### src/verilog/aoc_pkg.sv
// Package of constants and types for the amplifier offset calibration block.
package aoc_pkg;
    localparam int NUM_PHASES = 3;
    localparam int TRIM_WIDTH = 6;
    localparam int GAIN_WIDTH = 4;
    // Register byte offsets on the AXI4-Lite slave.
    localparam logic [7:0] OFFS_AMP_CTRL = 8'h00;
    localparam logic [7:0] OFFS_AMP_STATUS = 8'h04;
    localparam logic [7:0] OFFS_STATUS_CLEAR = 8'h08;
    localparam logic [7:0] OFFS_IRQ_STATUS = 8'h0C;
    localparam logic [7:0] OFFS_IRQ_MASK = 8'h10;
    localparam logic [7:0] OFFS_TRIM_U = 8'h14;
    // Field positions.
    localparam int POS_CAL_START = 0;
    localparam int POS_GAIN = 4;
    localparam int POS_BUSY = 0;
    localparam int POS_CAL_OK = 1;
    localparam int POS_IRQ_DONE = 0;
    // Values.
    localparam logic [GAIN_WIDTH-1:0] GAIN_CAL = 4'h5;
    localparam logic [GAIN_WIDTH-1:0] GAIN_RESET = 4'h0;
    localparam logic [TRIM_WIDTH-1:0] TRIM_RESET = 6'h20;
    localparam logic [TRIM_WIDTH-1:0] TRIM_MAX = 6'h3F;
    // Settling time per trim step.
    localparam int SETTLE_NS = 1000;
    localparam int CLK_NS = 10;
    localparam int SETTLE_CYCLES = (SETTLE_NS + CLK_NS - 1) / CLK_NS;
    localparam logic [1:0] RESP_OKAY = 2'h0;
    localparam logic [1:0] RESP_SLVERR = 2'h2;
    typedef enum logic [1:0] {
        PH_IDLE,
        PH_SETTLE,
        PH_JUDGE
    } aoc_phase_state_type;
endpackage

### src/verilog/aoc_phase_seq.sv
// Per-phase trim sweep engine for one current-sense amplifier.
`timescale 1ns/1ps
`default_nettype none
module aoc_phase_seq #(
    parameter int SETTLE = aoc_pkg::SETTLE_CYCLES
) (
    input wire logic ref_clk,
    input wire logic sys_rst,
    input wire logic start,
    input wire logic amp_above_ref,
    output logic running,
    output logic done,
    output logic passed,
    output logic [aoc_pkg::TRIM_WIDTH-1:0] trim
);
    typedef struct packed {
        aoc_pkg::aoc_phase_state_type st;
        logic [aoc_pkg::TRIM_WIDTH-1:0] code;
        logic [aoc_pkg::TRIM_WIDTH-1:0] trim;
        logic [15:0] wait_cnt;
        logic first_above;
        logic found;
        logic done;
        logic passed;
    } aoc_seq_type;

    aoc_seq_type r;
    aoc_seq_type next_r;

    assign running = (r.st != aoc_pkg::PH_IDLE);
    assign done = r.done;
    assign passed = r.passed;
    assign trim = r.trim;

    always_comb begin
        next_r = r;
        next_r.done = 1'b0;
        case (r.st)
            aoc_pkg::PH_IDLE: begin
                if (start) begin
                    // The sweep starts at code zero and climbs.
                    next_r.st = aoc_pkg::PH_SETTLE;
                    next_r.code = '0;
                    next_r.trim = '0;
                    next_r.found = 1'b0;
                    next_r.passed = 1'b0;
                    next_r.wait_cnt = 16'(SETTLE);
                end
            end
            aoc_pkg::PH_SETTLE: begin
                if (r.wait_cnt > 16'h0001) begin
                    next_r.wait_cnt = r.wait_cnt - 16'h0001;
                end else if (r.code == '0) begin
                    // First sample sets the polarity a crossing must flip.
                    next_r.first_above = amp_above_ref;
                    next_r.code = r.code + 1'b1;
                    next_r.trim = r.code + 1'b1;
                    next_r.wait_cnt = 16'(SETTLE);
                end else if (amp_above_ref != r.first_above) begin
                    next_r.found = 1'b1;
                    next_r.st = aoc_pkg::PH_JUDGE;
                end else if (r.code == aoc_pkg::TRIM_MAX) begin
                    next_r.st = aoc_pkg::PH_JUDGE;
                end else begin
                    next_r.code = r.code + 1'b1;
                    next_r.trim = r.code + 1'b1;
                    next_r.wait_cnt = 16'(SETTLE);
                end
            end
            aoc_pkg::PH_JUDGE: begin
                next_r.st = aoc_pkg::PH_IDLE;
                next_r.done = 1'b1;
                next_r.passed = r.found;
                // A failed sweep must not leave a half-found trim.
                next_r.trim = r.found ? r.code : aoc_pkg::TRIM_RESET;
            end
            default: begin
                next_r.st = aoc_pkg::PH_IDLE;
            end
        endcase
    end

    always_ff @(posedge ref_clk) begin
        if (sys_rst) begin
            r <= '0;
            r.trim <= aoc_pkg::TRIM_RESET;
        end else begin
            r <= next_r;
        end
    end
endmodule
`default_nettype wire

### src/verilog/aoc_top.sv
// Amplifier offset calibration sequencer with an AXI4-Lite register slave.
//
// Design decisions made here: the AXI4-Lite interface to the registers and the address map.
`timescale 1ns/1ps
`default_nettype none
module aoc_top #(
    parameter int SETTLE = aoc_pkg::SETTLE_CYCLES
) (
    input wire logic ref_clk,
    input wire logic sys_rst,
    input wire logic [7:0] s_axi_awaddr,
    input wire logic s_axi_awvalid,
    output logic s_axi_awready,
    input wire logic [31:0] s_axi_wdata,
    input wire logic [3:0] s_axi_wstrb,
    input wire logic s_axi_wvalid,
    output logic s_axi_wready,
    output logic [1:0] s_axi_bresp,
    output logic s_axi_bvalid,
    input wire logic s_axi_bready,
    input wire logic [7:0] s_axi_araddr,
    input wire logic s_axi_arvalid,
    output logic s_axi_arready,
    output logic [31:0] s_axi_rdata,
    output logic [1:0] s_axi_rresp,
    output logic s_axi_rvalid,
    input wire logic s_axi_rready,
    input wire logic [2:0] amp_above_ref,
    output logic [3:0] amp_gain_sel,
    output logic [17:0] offset_trim_code,
    output logic irq
);
    localparam int NP = aoc_pkg::NUM_PHASES;
    localparam int TW = aoc_pkg::TRIM_WIDTH;

    typedef struct packed {
        logic aw_held;
        logic [7:0] aw_addr;
        logic w_held;
        logic [31:0] w_data;
        logic [3:0] w_strb;
        logic bvalid;
        logic [1:0] bresp;
        logic rvalid;
        logic [31:0] rdata;
        logic [1:0] rresp;
        logic [3:0] gain_prog;
        logic [3:0] gain_out;
        logic [NP-1:0] cal_ok;
        logic [NP-1:0] start;
        logic [NP-1:0] irq_status;
        logic [NP-1:0] irq_mask;
        logic busy;
        logic [3*TW-1:0] trim_out;
        logic irq;
        logic awready;
        logic wready;
        logic arready;
    } aoc_top_type;

    aoc_top_type r;
    aoc_top_type next_r;
    logic [NP-1:0] ph_running;
    logic [NP-1:0] ph_done;
    logic [NP-1:0] ph_pass;
    logic [TW-1:0] ph_trim [NP];

    genvar g;
    generate
        for (g = 0; g < NP; g++) begin : g_phase
            aoc_phase_seq #(
                .SETTLE(SETTLE)
            ) u_seq (
                .ref_clk(ref_clk),
                .sys_rst(sys_rst),
                .start(r.start[g]),
                .amp_above_ref(amp_above_ref[g]),
                .running(ph_running[g]),
                .done(ph_done[g]),
                .passed(ph_pass[g]),
                .trim(ph_trim[g])
            );
        end
    endgenerate

    function automatic logic [31:0] wmask(input logic [3:0] strb);
        return {{8{strb[3]}}, {8{strb[2]}}, {8{strb[1]}}, {8{strb[0]}}};
    endfunction

    function automatic logic addr_ok(input logic [7:0] a);
        return (a == aoc_pkg::OFFS_AMP_CTRL) ||
            (a == aoc_pkg::OFFS_AMP_STATUS) ||
            (a == aoc_pkg::OFFS_STATUS_CLEAR) ||
            (a == aoc_pkg::OFFS_IRQ_STATUS) ||
            (a == aoc_pkg::OFFS_IRQ_MASK) ||
            (a == aoc_pkg::OFFS_TRIM_U);
    endfunction

    assign s_axi_awready = r.awready;
    assign s_axi_wready = r.wready;
    assign s_axi_bvalid = r.bvalid;
    assign s_axi_bresp = r.bresp;
    assign s_axi_arready = r.arready;
    assign s_axi_rvalid = r.rvalid;
    assign s_axi_rdata = r.rdata;
    assign s_axi_rresp = r.rresp;
    assign amp_gain_sel = r.gain_out;
    assign offset_trim_code = r.trim_out;
    assign irq = r.irq;

    always_comb begin
        logic [31:0] wd;
        logic [NP-1:0] ok_set;
        logic [NP-1:0] ok_clr;
        logic [NP-1:0] launch;
        logic do_write;
        wd = '0;
        ok_set = '0;
        ok_clr = '0;
        launch = '0;
        do_write = 1'b0;
        next_r = r;
        next_r.start = '0;
        if (s_axi_awvalid && s_axi_awready) begin
            next_r.aw_held = 1'b1;
            next_r.aw_addr = s_axi_awaddr;
        end
        if (s_axi_wvalid && s_axi_wready) begin
            next_r.w_held = 1'b1;
            next_r.w_data = s_axi_wdata;
            next_r.w_strb = s_axi_wstrb;
        end
        if (r.aw_held && r.w_held) begin
            do_write = 1'b1;
            wd = r.w_data & wmask(r.w_strb);
            next_r.aw_held = 1'b0;
            next_r.w_held = 1'b0;
            next_r.bvalid = 1'b1;
            next_r.bresp = addr_ok(r.aw_addr) ? aoc_pkg::RESP_OKAY
                : aoc_pkg::RESP_SLVERR;
            case (r.aw_addr)
                aoc_pkg::OFFS_AMP_CTRL: begin
                    // Start bits are dropped whole while a sweep runs.
                    if (!r.busy) begin
                        launch = wd[aoc_pkg::POS_CAL_START +: NP];
                    end
                    if (r.w_strb[0]) begin
                        next_r.gain_prog = wd[aoc_pkg::POS_GAIN +: 4];
                    end
                end
                aoc_pkg::OFFS_STATUS_CLEAR: begin
                    ok_clr = wd[aoc_pkg::POS_CAL_OK +: NP];
                end
                aoc_pkg::OFFS_IRQ_STATUS: begin
                    next_r.irq_status = r.irq_status & ~wd[NP-1:0];
                end
                aoc_pkg::OFFS_IRQ_MASK: begin
                    if (r.w_strb[0]) begin
                        next_r.irq_mask = wd[NP-1:0];
                    end
                end
                default: begin
                end
            endcase
        end
        if (r.bvalid && s_axi_bready) begin
            next_r.bvalid = 1'b0;
        end
        next_r.start = launch;
        for (int i = 0; i < NP; i++) begin
            if (ph_done[i] && ph_pass[i]) begin
                ok_set[i] = 1'b1;
            end
        end
        // Set beats clear; a launch zeroes the flag.
        next_r.cal_ok = ((r.cal_ok & ~ok_clr) | ok_set) & ~launch;
        // Completion events win over a simultaneous clear.
        next_r.irq_status = next_r.irq_status | ph_done;
        next_r.irq = |(next_r.irq_status & r.irq_mask);
        // Busy covers the launch cycle so no gap shows to software.
        next_r.busy = (|launch) | (|ph_running) | (|r.start);
        next_r.gain_out = next_r.busy ? aoc_pkg::GAIN_CAL : r.gain_prog;
        for (int i = 0; i < NP; i++) begin
            next_r.trim_out[i*TW +: TW] = ph_trim[i];
        end
        if (s_axi_arvalid && s_axi_arready) begin
            next_r.rvalid = 1'b1;
            next_r.rresp = addr_ok(s_axi_araddr) ? aoc_pkg::RESP_OKAY
                : aoc_pkg::RESP_SLVERR;
            next_r.rdata = '0;
            case (s_axi_araddr)
                aoc_pkg::OFFS_AMP_CTRL: begin
                    next_r.rdata[aoc_pkg::POS_GAIN +: 4] = r.gain_prog;
                end
                aoc_pkg::OFFS_AMP_STATUS: begin
                    next_r.rdata[aoc_pkg::POS_BUSY] = r.busy;
                    next_r.rdata[aoc_pkg::POS_CAL_OK +: NP] = r.cal_ok;
                end
                aoc_pkg::OFFS_IRQ_STATUS: begin
                    next_r.rdata[NP-1:0] = r.irq_status;
                end
                aoc_pkg::OFFS_IRQ_MASK: begin
                    next_r.rdata[NP-1:0] = r.irq_mask;
                end
                aoc_pkg::OFFS_TRIM_U: begin
                    next_r.rdata[3*TW-1:0] = r.trim_out;
                end
                default: begin
                end
            endcase
        end else if (r.rvalid && s_axi_rready) begin
            next_r.rvalid = 1'b0;
        end
        if (do_write && r.aw_addr == aoc_pkg::OFFS_IRQ_STATUS) begin
            next_r.irq_status = (r.irq_status & ~wd[NP-1:0]) | ph_done;
        end
        // Readies are precomputed from the next state so each leaves a flop.
        next_r.awready = ~next_r.aw_held & ~next_r.bvalid;
        next_r.wready = ~next_r.w_held & ~next_r.bvalid;
        next_r.arready = ~next_r.rvalid;
    end

    always_ff @(posedge ref_clk) begin
        if (sys_rst) begin
            r <= '0;
            r.gain_prog <= aoc_pkg::GAIN_RESET;
            r.gain_out <= aoc_pkg::GAIN_RESET;
            r.trim_out <= {NP{aoc_pkg::TRIM_RESET}};
            r.awready <= 1'b1;
            r.wready <= 1'b1;
            r.arready <= 1'b1;
        end else begin
            r <= next_r;
        end
    end

    // Gain is registered from the same busy term, so both move together.
    a_busy_gain: assert property (
        @(posedge ref_clk) disable iff (sys_rst)
        r.busy |-> amp_gain_sel == aoc_pkg::GAIN_CAL)
        else $error("Gain not forced during calibration.");
    a_launch_busy: assert property (
        @(posedge ref_clk) disable iff (sys_rst)
        |r.start |-> r.busy)
        else $error("Busy not raised on launch.");
    a_launch_clears: assert property (
        @(posedge ref_clk) disable iff (sys_rst)
        |r.start |-> (r.cal_ok & r.start) == '0)
        else $error("Pass flag not cleared at start.");
    a_busy_blocks: assert property (
        @(posedge ref_clk) disable iff (sys_rst)
        $past(r.busy) && r.busy |-> r.start == '0)
        else $error("Calibration restarted while busy.");
    a_done_ok: assert property (
        @(posedge ref_clk) disable iff (sys_rst)
        (ph_done[0] && ph_pass[0]) |=> r.cal_ok[0])
        else $error("Pass flag not recorded.");
    a_fail_trim: assert property (
        @(posedge ref_clk) disable iff (sys_rst)
        (ph_done[1] && !ph_pass[1]) |=>
        offset_trim_code[2*TW-1:TW] == aoc_pkg::TRIM_RESET)
        else $error("Failed trim not restored.");
    a_irq_level: assert property (
        @(posedge ref_clk) disable iff (sys_rst)
        irq == |($past(next_r.irq_status) & $past(r.irq_mask)))
        else $error("Interrupt output mismatch.");
    a_idle_free: assert property (
        @(posedge ref_clk) disable iff (sys_rst)
        !r.busy && !$past(r.busy) |-> ph_running == '0)
        else $error("Phase running while not busy.");
    a_clear_ok: assert property (
        @(posedge ref_clk) disable iff (sys_rst)
        r.aw_held && r.w_held && r.aw_addr == aoc_pkg::OFFS_STATUS_CLEAR &&
        r.w_strb[0] && r.w_data[aoc_pkg::POS_CAL_OK + 2] &&
        !(ph_done[2] && ph_pass[2]) |=> !r.cal_ok[2])
        else $error("Pass flag not cleared by software.");
    a_trim_keep: assert property (
        @(posedge ref_clk) disable iff (sys_rst)
        !r.busy && !$past(r.busy) |-> $stable(offset_trim_code))
        else $error("Trim changed while idle.");
    a_reset_idle: assert property (
        @(posedge ref_clk)
        $past(sys_rst) && !sys_rst |-> !r.busy && r.cal_ok == '0 &&
        ph_running == '0 && offset_trim_code == {NP{aoc_pkg::TRIM_RESET}})
        else $error("Block not idle after reset.");

    c_launch_all: cover property (@(posedge ref_clk) r.start == 3'h7);
    c_pass_u: cover property (@(posedge ref_clk) ph_done[0] && ph_pass[0]);
    c_fail_v: cover property (@(posedge ref_clk) ph_done[1] && !ph_pass[1]);
    c_clear_seen: cover property (@(posedge ref_clk)
        r.aw_held && r.w_held && r.aw_addr == aoc_pkg::OFFS_STATUS_CLEAR);
    c_start_ignored: cover property (@(posedge ref_clk) r.busy &&
        r.aw_held && r.w_held && r.aw_addr == aoc_pkg::OFFS_AMP_CTRL);
endmodule
`default_nettype wire

### config.mk
export PLATFORM = sky130hd
export DESIGN_NAME = aoc_top
export DESIGN_NICKNAME = d
export VERILOG_FILES = /design/src/verilog/aoc_pkg.sv /design/src/verilog/aoc_phase_seq.sv /design/src/verilog/aoc_top.sv
export SDC_FILE = /design/constraint.sdc
export NUM_CORES = 1
export LEC_CHECK = 0
export BUFFER_PORTS_ARGS = -buffer_cell sky130_fd_sc_hd__clkbuf_2
export CORE_MARGIN = 1.5
export CORE_UTILIZATION = 51
export CTS_CLUSTER_SIZE = 28
export DETAILED_ROUTE_END_ITERATION = 16
export PLACE_DENSITY_LB_ADDON = 0.1
export SYNTH_ARGS = -nofsm -noshare
export SYNTH_HDL_FRONTEND = slang
export SYNTH_SLANG_ARGS = --single-unit
### constraint.sdc
create_clock -name ref_clk -period 2.9 [get_ports ref_clk]
set_clock_uncertainty 0.2 [all_clocks]
set_input_delay 0.145 -clock ref_clk [delete_from_list [all_inputs] [get_ports ref_clk]]
set_output_delay 0.145 -clock ref_clk [all_outputs]
set_load 0.02 [all_outputs]
After elaboration in Yosys (flattened, before gate mapping). Cells that the tools add are included. Widths: inputs -> output; s select.

Bits in read-only memories: 0. Bits in latches: 0. Memories: 0. Memory bits (writable): 0. Word-level logic and storage cells: 290. Bits in registers: 215. Output and inout bits: 64. Input bits: 62.

$add $sub $neg: 6. Divide/modulo/power cells: 0. Muxes and demuxes: 93. $lt $le $gt $ge: 3. $mul: 0. Shifts and indexed selects: 0. Bitwise operators: 24. Reduce and logical (&&, ||, !) cells: 68. Equal/unequal tests: 49.

Operators with widths (number): $mux 28 (9); $pmux 16 s2 (3); $mux 30 (3); $pmux 6 s3 (3); $gt 16x1->1 const B (3); $mux 16 (3); $sub 16x1->16 const B (3); $reduce_and 5->1 (9); $mux 14 (3); $mux 37 (1); $mux 3 (12); $pmux 6 s2 (3); $eq 8x4->1 const B (4); $eq 8x5->1 const B (4); $mux 1 (24); $mux 6 (4); $ne 4x2->1 const B (6); $reduce_and 4->1 (6); $mux 2 (11); $add 6x1->6 const B (3); $eq 6x6->1 const B (3); $logic_not 6->1 (3); $ne 2x2->1 const B (9); $ne 3x2->1 const B (6); other kinds (29) (105).

Depth between registers and ports, before layout.
Depth after elaboration: 11. Depth in mapped cells: 10. Gate-level depth less buffers: 8.

Modules after synthesis. Synthesis repeated with hierarchy kept, for this count alone.

Cells, all modules: 1208. Area, all modules: 10114.7 µm².

By module, submodules not included: aoc_phase_seq (g_phase[0].u_seq ...) (area an instance 2099.5 µm², cells each 260, sequential area each 680.7 µm², instances 2); aoc_top (area an instance 3669.8 µm², cells each 402, sequential area each 1681.6 µm², instances 1); aoc_phase_seq (g_phase[2].u_seq) (area an instance 2245.9 µm², cells each 286, sequential area each 680.7 µm², instances 1).

Least setup slack after synthesis. Ideal clock, no wire load.

Path type: register -> register. Start point: reg g_phase[0].u_seq.r[15] (netlist bit). End point: reg g_phase[0].u_seq.r[28] (netlist bit). Arrival time: 2.489 ns. Data required time: 2.626 ns. Path buffers: 2. Clock period less this slack: 2.764 ns. Stages on the path, launching flop included: 9. Slack: 0.136 ns. Path through: dfxtp_1 -> or4_1 -> buf_2 -> or4_4 -> a211oi_2 -> buf_6 -> nand2_2 -> or4_1 -> a31oi_1.

Longest elaborated chain between the ends: 3.

RTL lines: from (decl) (RTL line aoc_phase_seq.sv:27) `aoc_seq_type r;`; from (signal assigned) (RTL line aoc_phase_seq.sv:88) `r <= next_r;`; $gt 16x1->1 (RTL line aoc_phase_seq.sv:51) `if (r.wait_cnt > 16'h0001) begin`; $ne 2x2->1 (no source line); $reduce_and 5->1 (no source line).

No other way between the ends. A chain may end at the register's enable or synchronous reset.

Final worst setup path.
Start point: reg g_phase[0].u_seq.r[7] (netlist bit). End point: reg g_phase[0].u_seq.r[28] (netlist bit).

The elaborated chain is that of the path after synthesis.

==> results.json <==
{
  "outcome": "complete, no violations",
  "clk_pin_slew_ns": 0.08,
  "drv_slew": 0,
  "synthCells": 1069,
  "postSynth.asyncResetShare": 0,
  "crit_start": "g_phase[0].u_seq.r[7]$_SDFFE_PP0P_",
  "crit_path_max_fanout": 12,
  "rsz0062_at_grt": "no",
  "synth_warnings": 0,
  "grt_pass1_vias": 6802,
  "area_growth_syn_to_layout_pct": 15.7,
  "drive_gt1_frac": 0.170,
  "p_per_area_nw_per_um2": 594,
  "ys_types": 67,
  "hp-class": "primary input to register",
  "pin_count": 126,
  "drtIter0Drc": 465,
  "worstMarginPinSlew_ns": 0.609,
  "cap_viol_max_count": 0,
  "leakagePower_uw": 0.00412,
  "reg2reg_from": "g_phase[0].u_seq.r[7]$_SDFFE_PP0P_",
  "antenna_cells": 0,
  "finalCritPeriodShare": 0.958,
  "fin_util": 0.602,
  "die-area_sq_um": 18500,
  "synth_top_area_frac": 0.414,
  "track_usage": 0.218,
  "finalSetupViolations": 0,
  "yosysMostFrequentCell": "dfxtp_1",
  "antenna_found_initial": 0,
  "worstHoldStart": "s_axi_wvalid",
  "worst_path_max_delay_cell": "or4_1",
  "cts_setup_buffers": 0,
  "cp_top_family": "simple AND/OR/NAND/NOR gates",
  "core_area_sq_um": 17300,
  "p_int_uw": 4260,
  "combinationalPowerShare": 0.189,
  "crit_top_cell": "or4_1",
  "switchingPower_uw": 1920,
  "grt_pass1_wl_um": 32600,
  "dr.pass1.iters": 5,
  "cp_slowest_stage_delay_ns": 0.62,
  "syn_area_per_cell_sq_um": 8.42,
  "cts_tree": "done",
  "clockPowerShare": 0.368,
  "critPathLaunchType": "register",
  "ys_top_cells_by_count": "186 x dfxtp_1, 120 x nor2_1, 100 x nand2_1, 70 x a21oi_1, 58 x buf_4",
  "tns_ns": 0,
  "start_util": 0.520,
  "grt_max_degree": 52,
  "critPathKind": "register to register",
  "crit_required_ns": 3.06,
  "fillers": 1582,
  "avgRoutedWirePerCell_um": 14.1,
  "globalplace.congestion": 0.812,
  "fmax_ghz": 0.360,
  "switching_share": 0.311,
  "finalHoldViolations": 0,
  "clkSinkCount": 186,
  "cts_buffers": 17,
  "ys_ff_latch": 186,
  "clockBufferDepth": 2,
  "relSlewSlack": 0.590,
  "critPathBufInv": 1,
  "insertion_delay_ns": 0.44,
  "routed_wl_um": 19600,
  "final-seq-area_sq_um": 3720,
  "finalPower_uw": 6180,
  "ys.flop_type": "dfxtp_1",
  "hpwl_um": 13700,
  "ir_drop_v": 0.000475,
  "endpoint_kind": "register",
  "clockRootBuffer": "clkbuf_16",
  "synth_area_sq_um": 9000,
  "synth_top_area_cell": "dfxtp_1",
  "synth-edff-count": 0,
  "die_y_um": 136,
  "vias": 7445,
  "seqPwrFrac": 0.444,
  "num_rows": 48,
  "min_period_ns": 2.78,
  "ys_seq_area_frac": 0.414,
  "path_cells": "or4_1, or4_4, a211oi_2, buf_6, nand2_2, or4_1, a31oi_1",
  "htree_levels": 4,
  "drc": 0,
  "grt.overflow.total": 0,
  "port_buffers": 82,
  "chipWidth_um": 136,
  "nets": 1240,
  "via_per_inst": 5.35,
  "multi_input_area_sq_um": 4570,
  "synth.area.top_cells": "dfxtp_1 41%, nor2_1 5.0%, buf_4 4.8%",
  "postRouteAntennaNets": 0,
  "worstPathArrival_ns": 2.94
}
[power groups by stage]
stage / sequential [uW] / clock, uW / combinational (uW)
floorplan: 2780 / 0 / 799
global placement: 2800 / 0 / 1110
detailed placement: 2800 / 0 / 1110
CTS: 2740 / 2330 / 1160
global route: 2760 / 2440 / 1290
finish: 2740 / 2270 / 1170
[path summary, 6_finish.rpt]
check / end / slack, ns / cells after the start
worst min register to register: offset_trim_code[5]$_SDFF_PP1_ / 0.22 / 2
worst min-delay path: r[91]$_SDFFE_PP0P_ / 0.02 / 4
worst max register to register: g_phase[0].u_seq.r[28]$_SDFFE_PP0P_ / 0.12 / 7
worst max-delay path: g_phase[0].u_seq.r[28]$_SDFFE_PP0P_ / 0.12 / 7
[flip-flops by register name (all words and copies together), names as in the netlist, 3 cells and up]
register / count
g_phase.u_seq.r: 78
r: 36
g_phase.u_seq.trim: 18
offset_trim_code: 18
s_axi_rdata: 18
amp_gain_sel: 4
g_phase.u_seq.done: 3
g_phase.u_seq.passed: 3
[final cells by class]
class	instances	area share
timing repair buffer	165	0.109
multi-input combinational	751	0.439
inverter	33	0.0119
clock buffer	18	0.0412
tap	225	0.0270
sequential	186	0.358
clock inverter	14	0.0147
[through the flow]
step / setup WS, ns / std cells / hold WS [ns] / instance area [sq um]
CTS: 0.0913 / 1392 / 0.00376 / 10400
global route: 0.000649 / 1392 / 0.0456 / 10400
floorplan: 0.136 / 1084 / 0.0251 / 9060
global placement: 0.132 / 1323 / 0.170 / 9440
finish: 0.123 / 1392 / 0.0185 / 10400
detailed placement: 0.0986 / 1323 / 0.176 / 9440
[per-layer routing]
| layer | part of all wire | GRT usage | up-vias |
|---|---|---|---|
| li1 | - | - | 3842 |
| met1 | 0.51 | 0.302 | 3431 |
| met2 | 0.44 | 0.344 | 153 |
| met3 | 0.040 | 0.0440 | 19 |
| met4 | 0.013 | 0.0644 | 0 |
| met5 | 0 | 0 | - |
[worst reg2reg max path: stages, from the launching register on]
cell and delay (ns):
dfxtp_1 0.33, or4_1 0.62, or4_4 0.53, a211oi_2 0.23, buf_6 0.17, nand2_2 0.06, or4_1 0.40, a31oi_1 0.16
[what timing repair did]
item | CTS | global route
hold buffers | 37 | 0
setup endpoints to repair | 0 | 26
hold endpoints to repair | 51 | 0
gates resized for setup | 0 | 6
[logic make-up (layout without fill, tap and decap cells)]
family | Yosys count | count (layout) | synth area share
DFF | 186 | 186 | 0.414
other | 1 | 16 | 0.000417
buffers and inverters | 147 | 230 | 0.0870
muxes | 37 | 37 | 0.0438
adders and majority gates | 24 | 24 | 0.0334
xor gates and xnor gates | 45 | 45 | 0.0438
AOI/OAI and AO/OA | 215 | 215 | 0.152
and+or+nand+nor | 414 | 414 | 0.226
[cell usage in the layout (no fill, tap or decap), types with 7 or more instances in the layout]
cell type and n:
or2_2 7, a22oi_1 31, xnor2_1 30, nand4_1 7, nor2b_1 21, inv_1 33, ha_1 24, mux2i_1 18
conb_1 16, dfxtp_1 186, nand3_1 30, buf_4 46, or4_1 14, o31ai_1 8, clkbuf_16 17, nand2_1 100
o21ai_0 41, and2_1 12, a21oi_1 70, nor3_1 20, dlygate4sd3_1 37, a31oi_1 12, xor2_1 15, nor2_1 120
a211oi_1 7, nand2b_1 12, mux2_2 19, and3_1 8, or3_1 16, clkbuf_2 81, nor4_1 29
(Power assumes the default switching activity.)
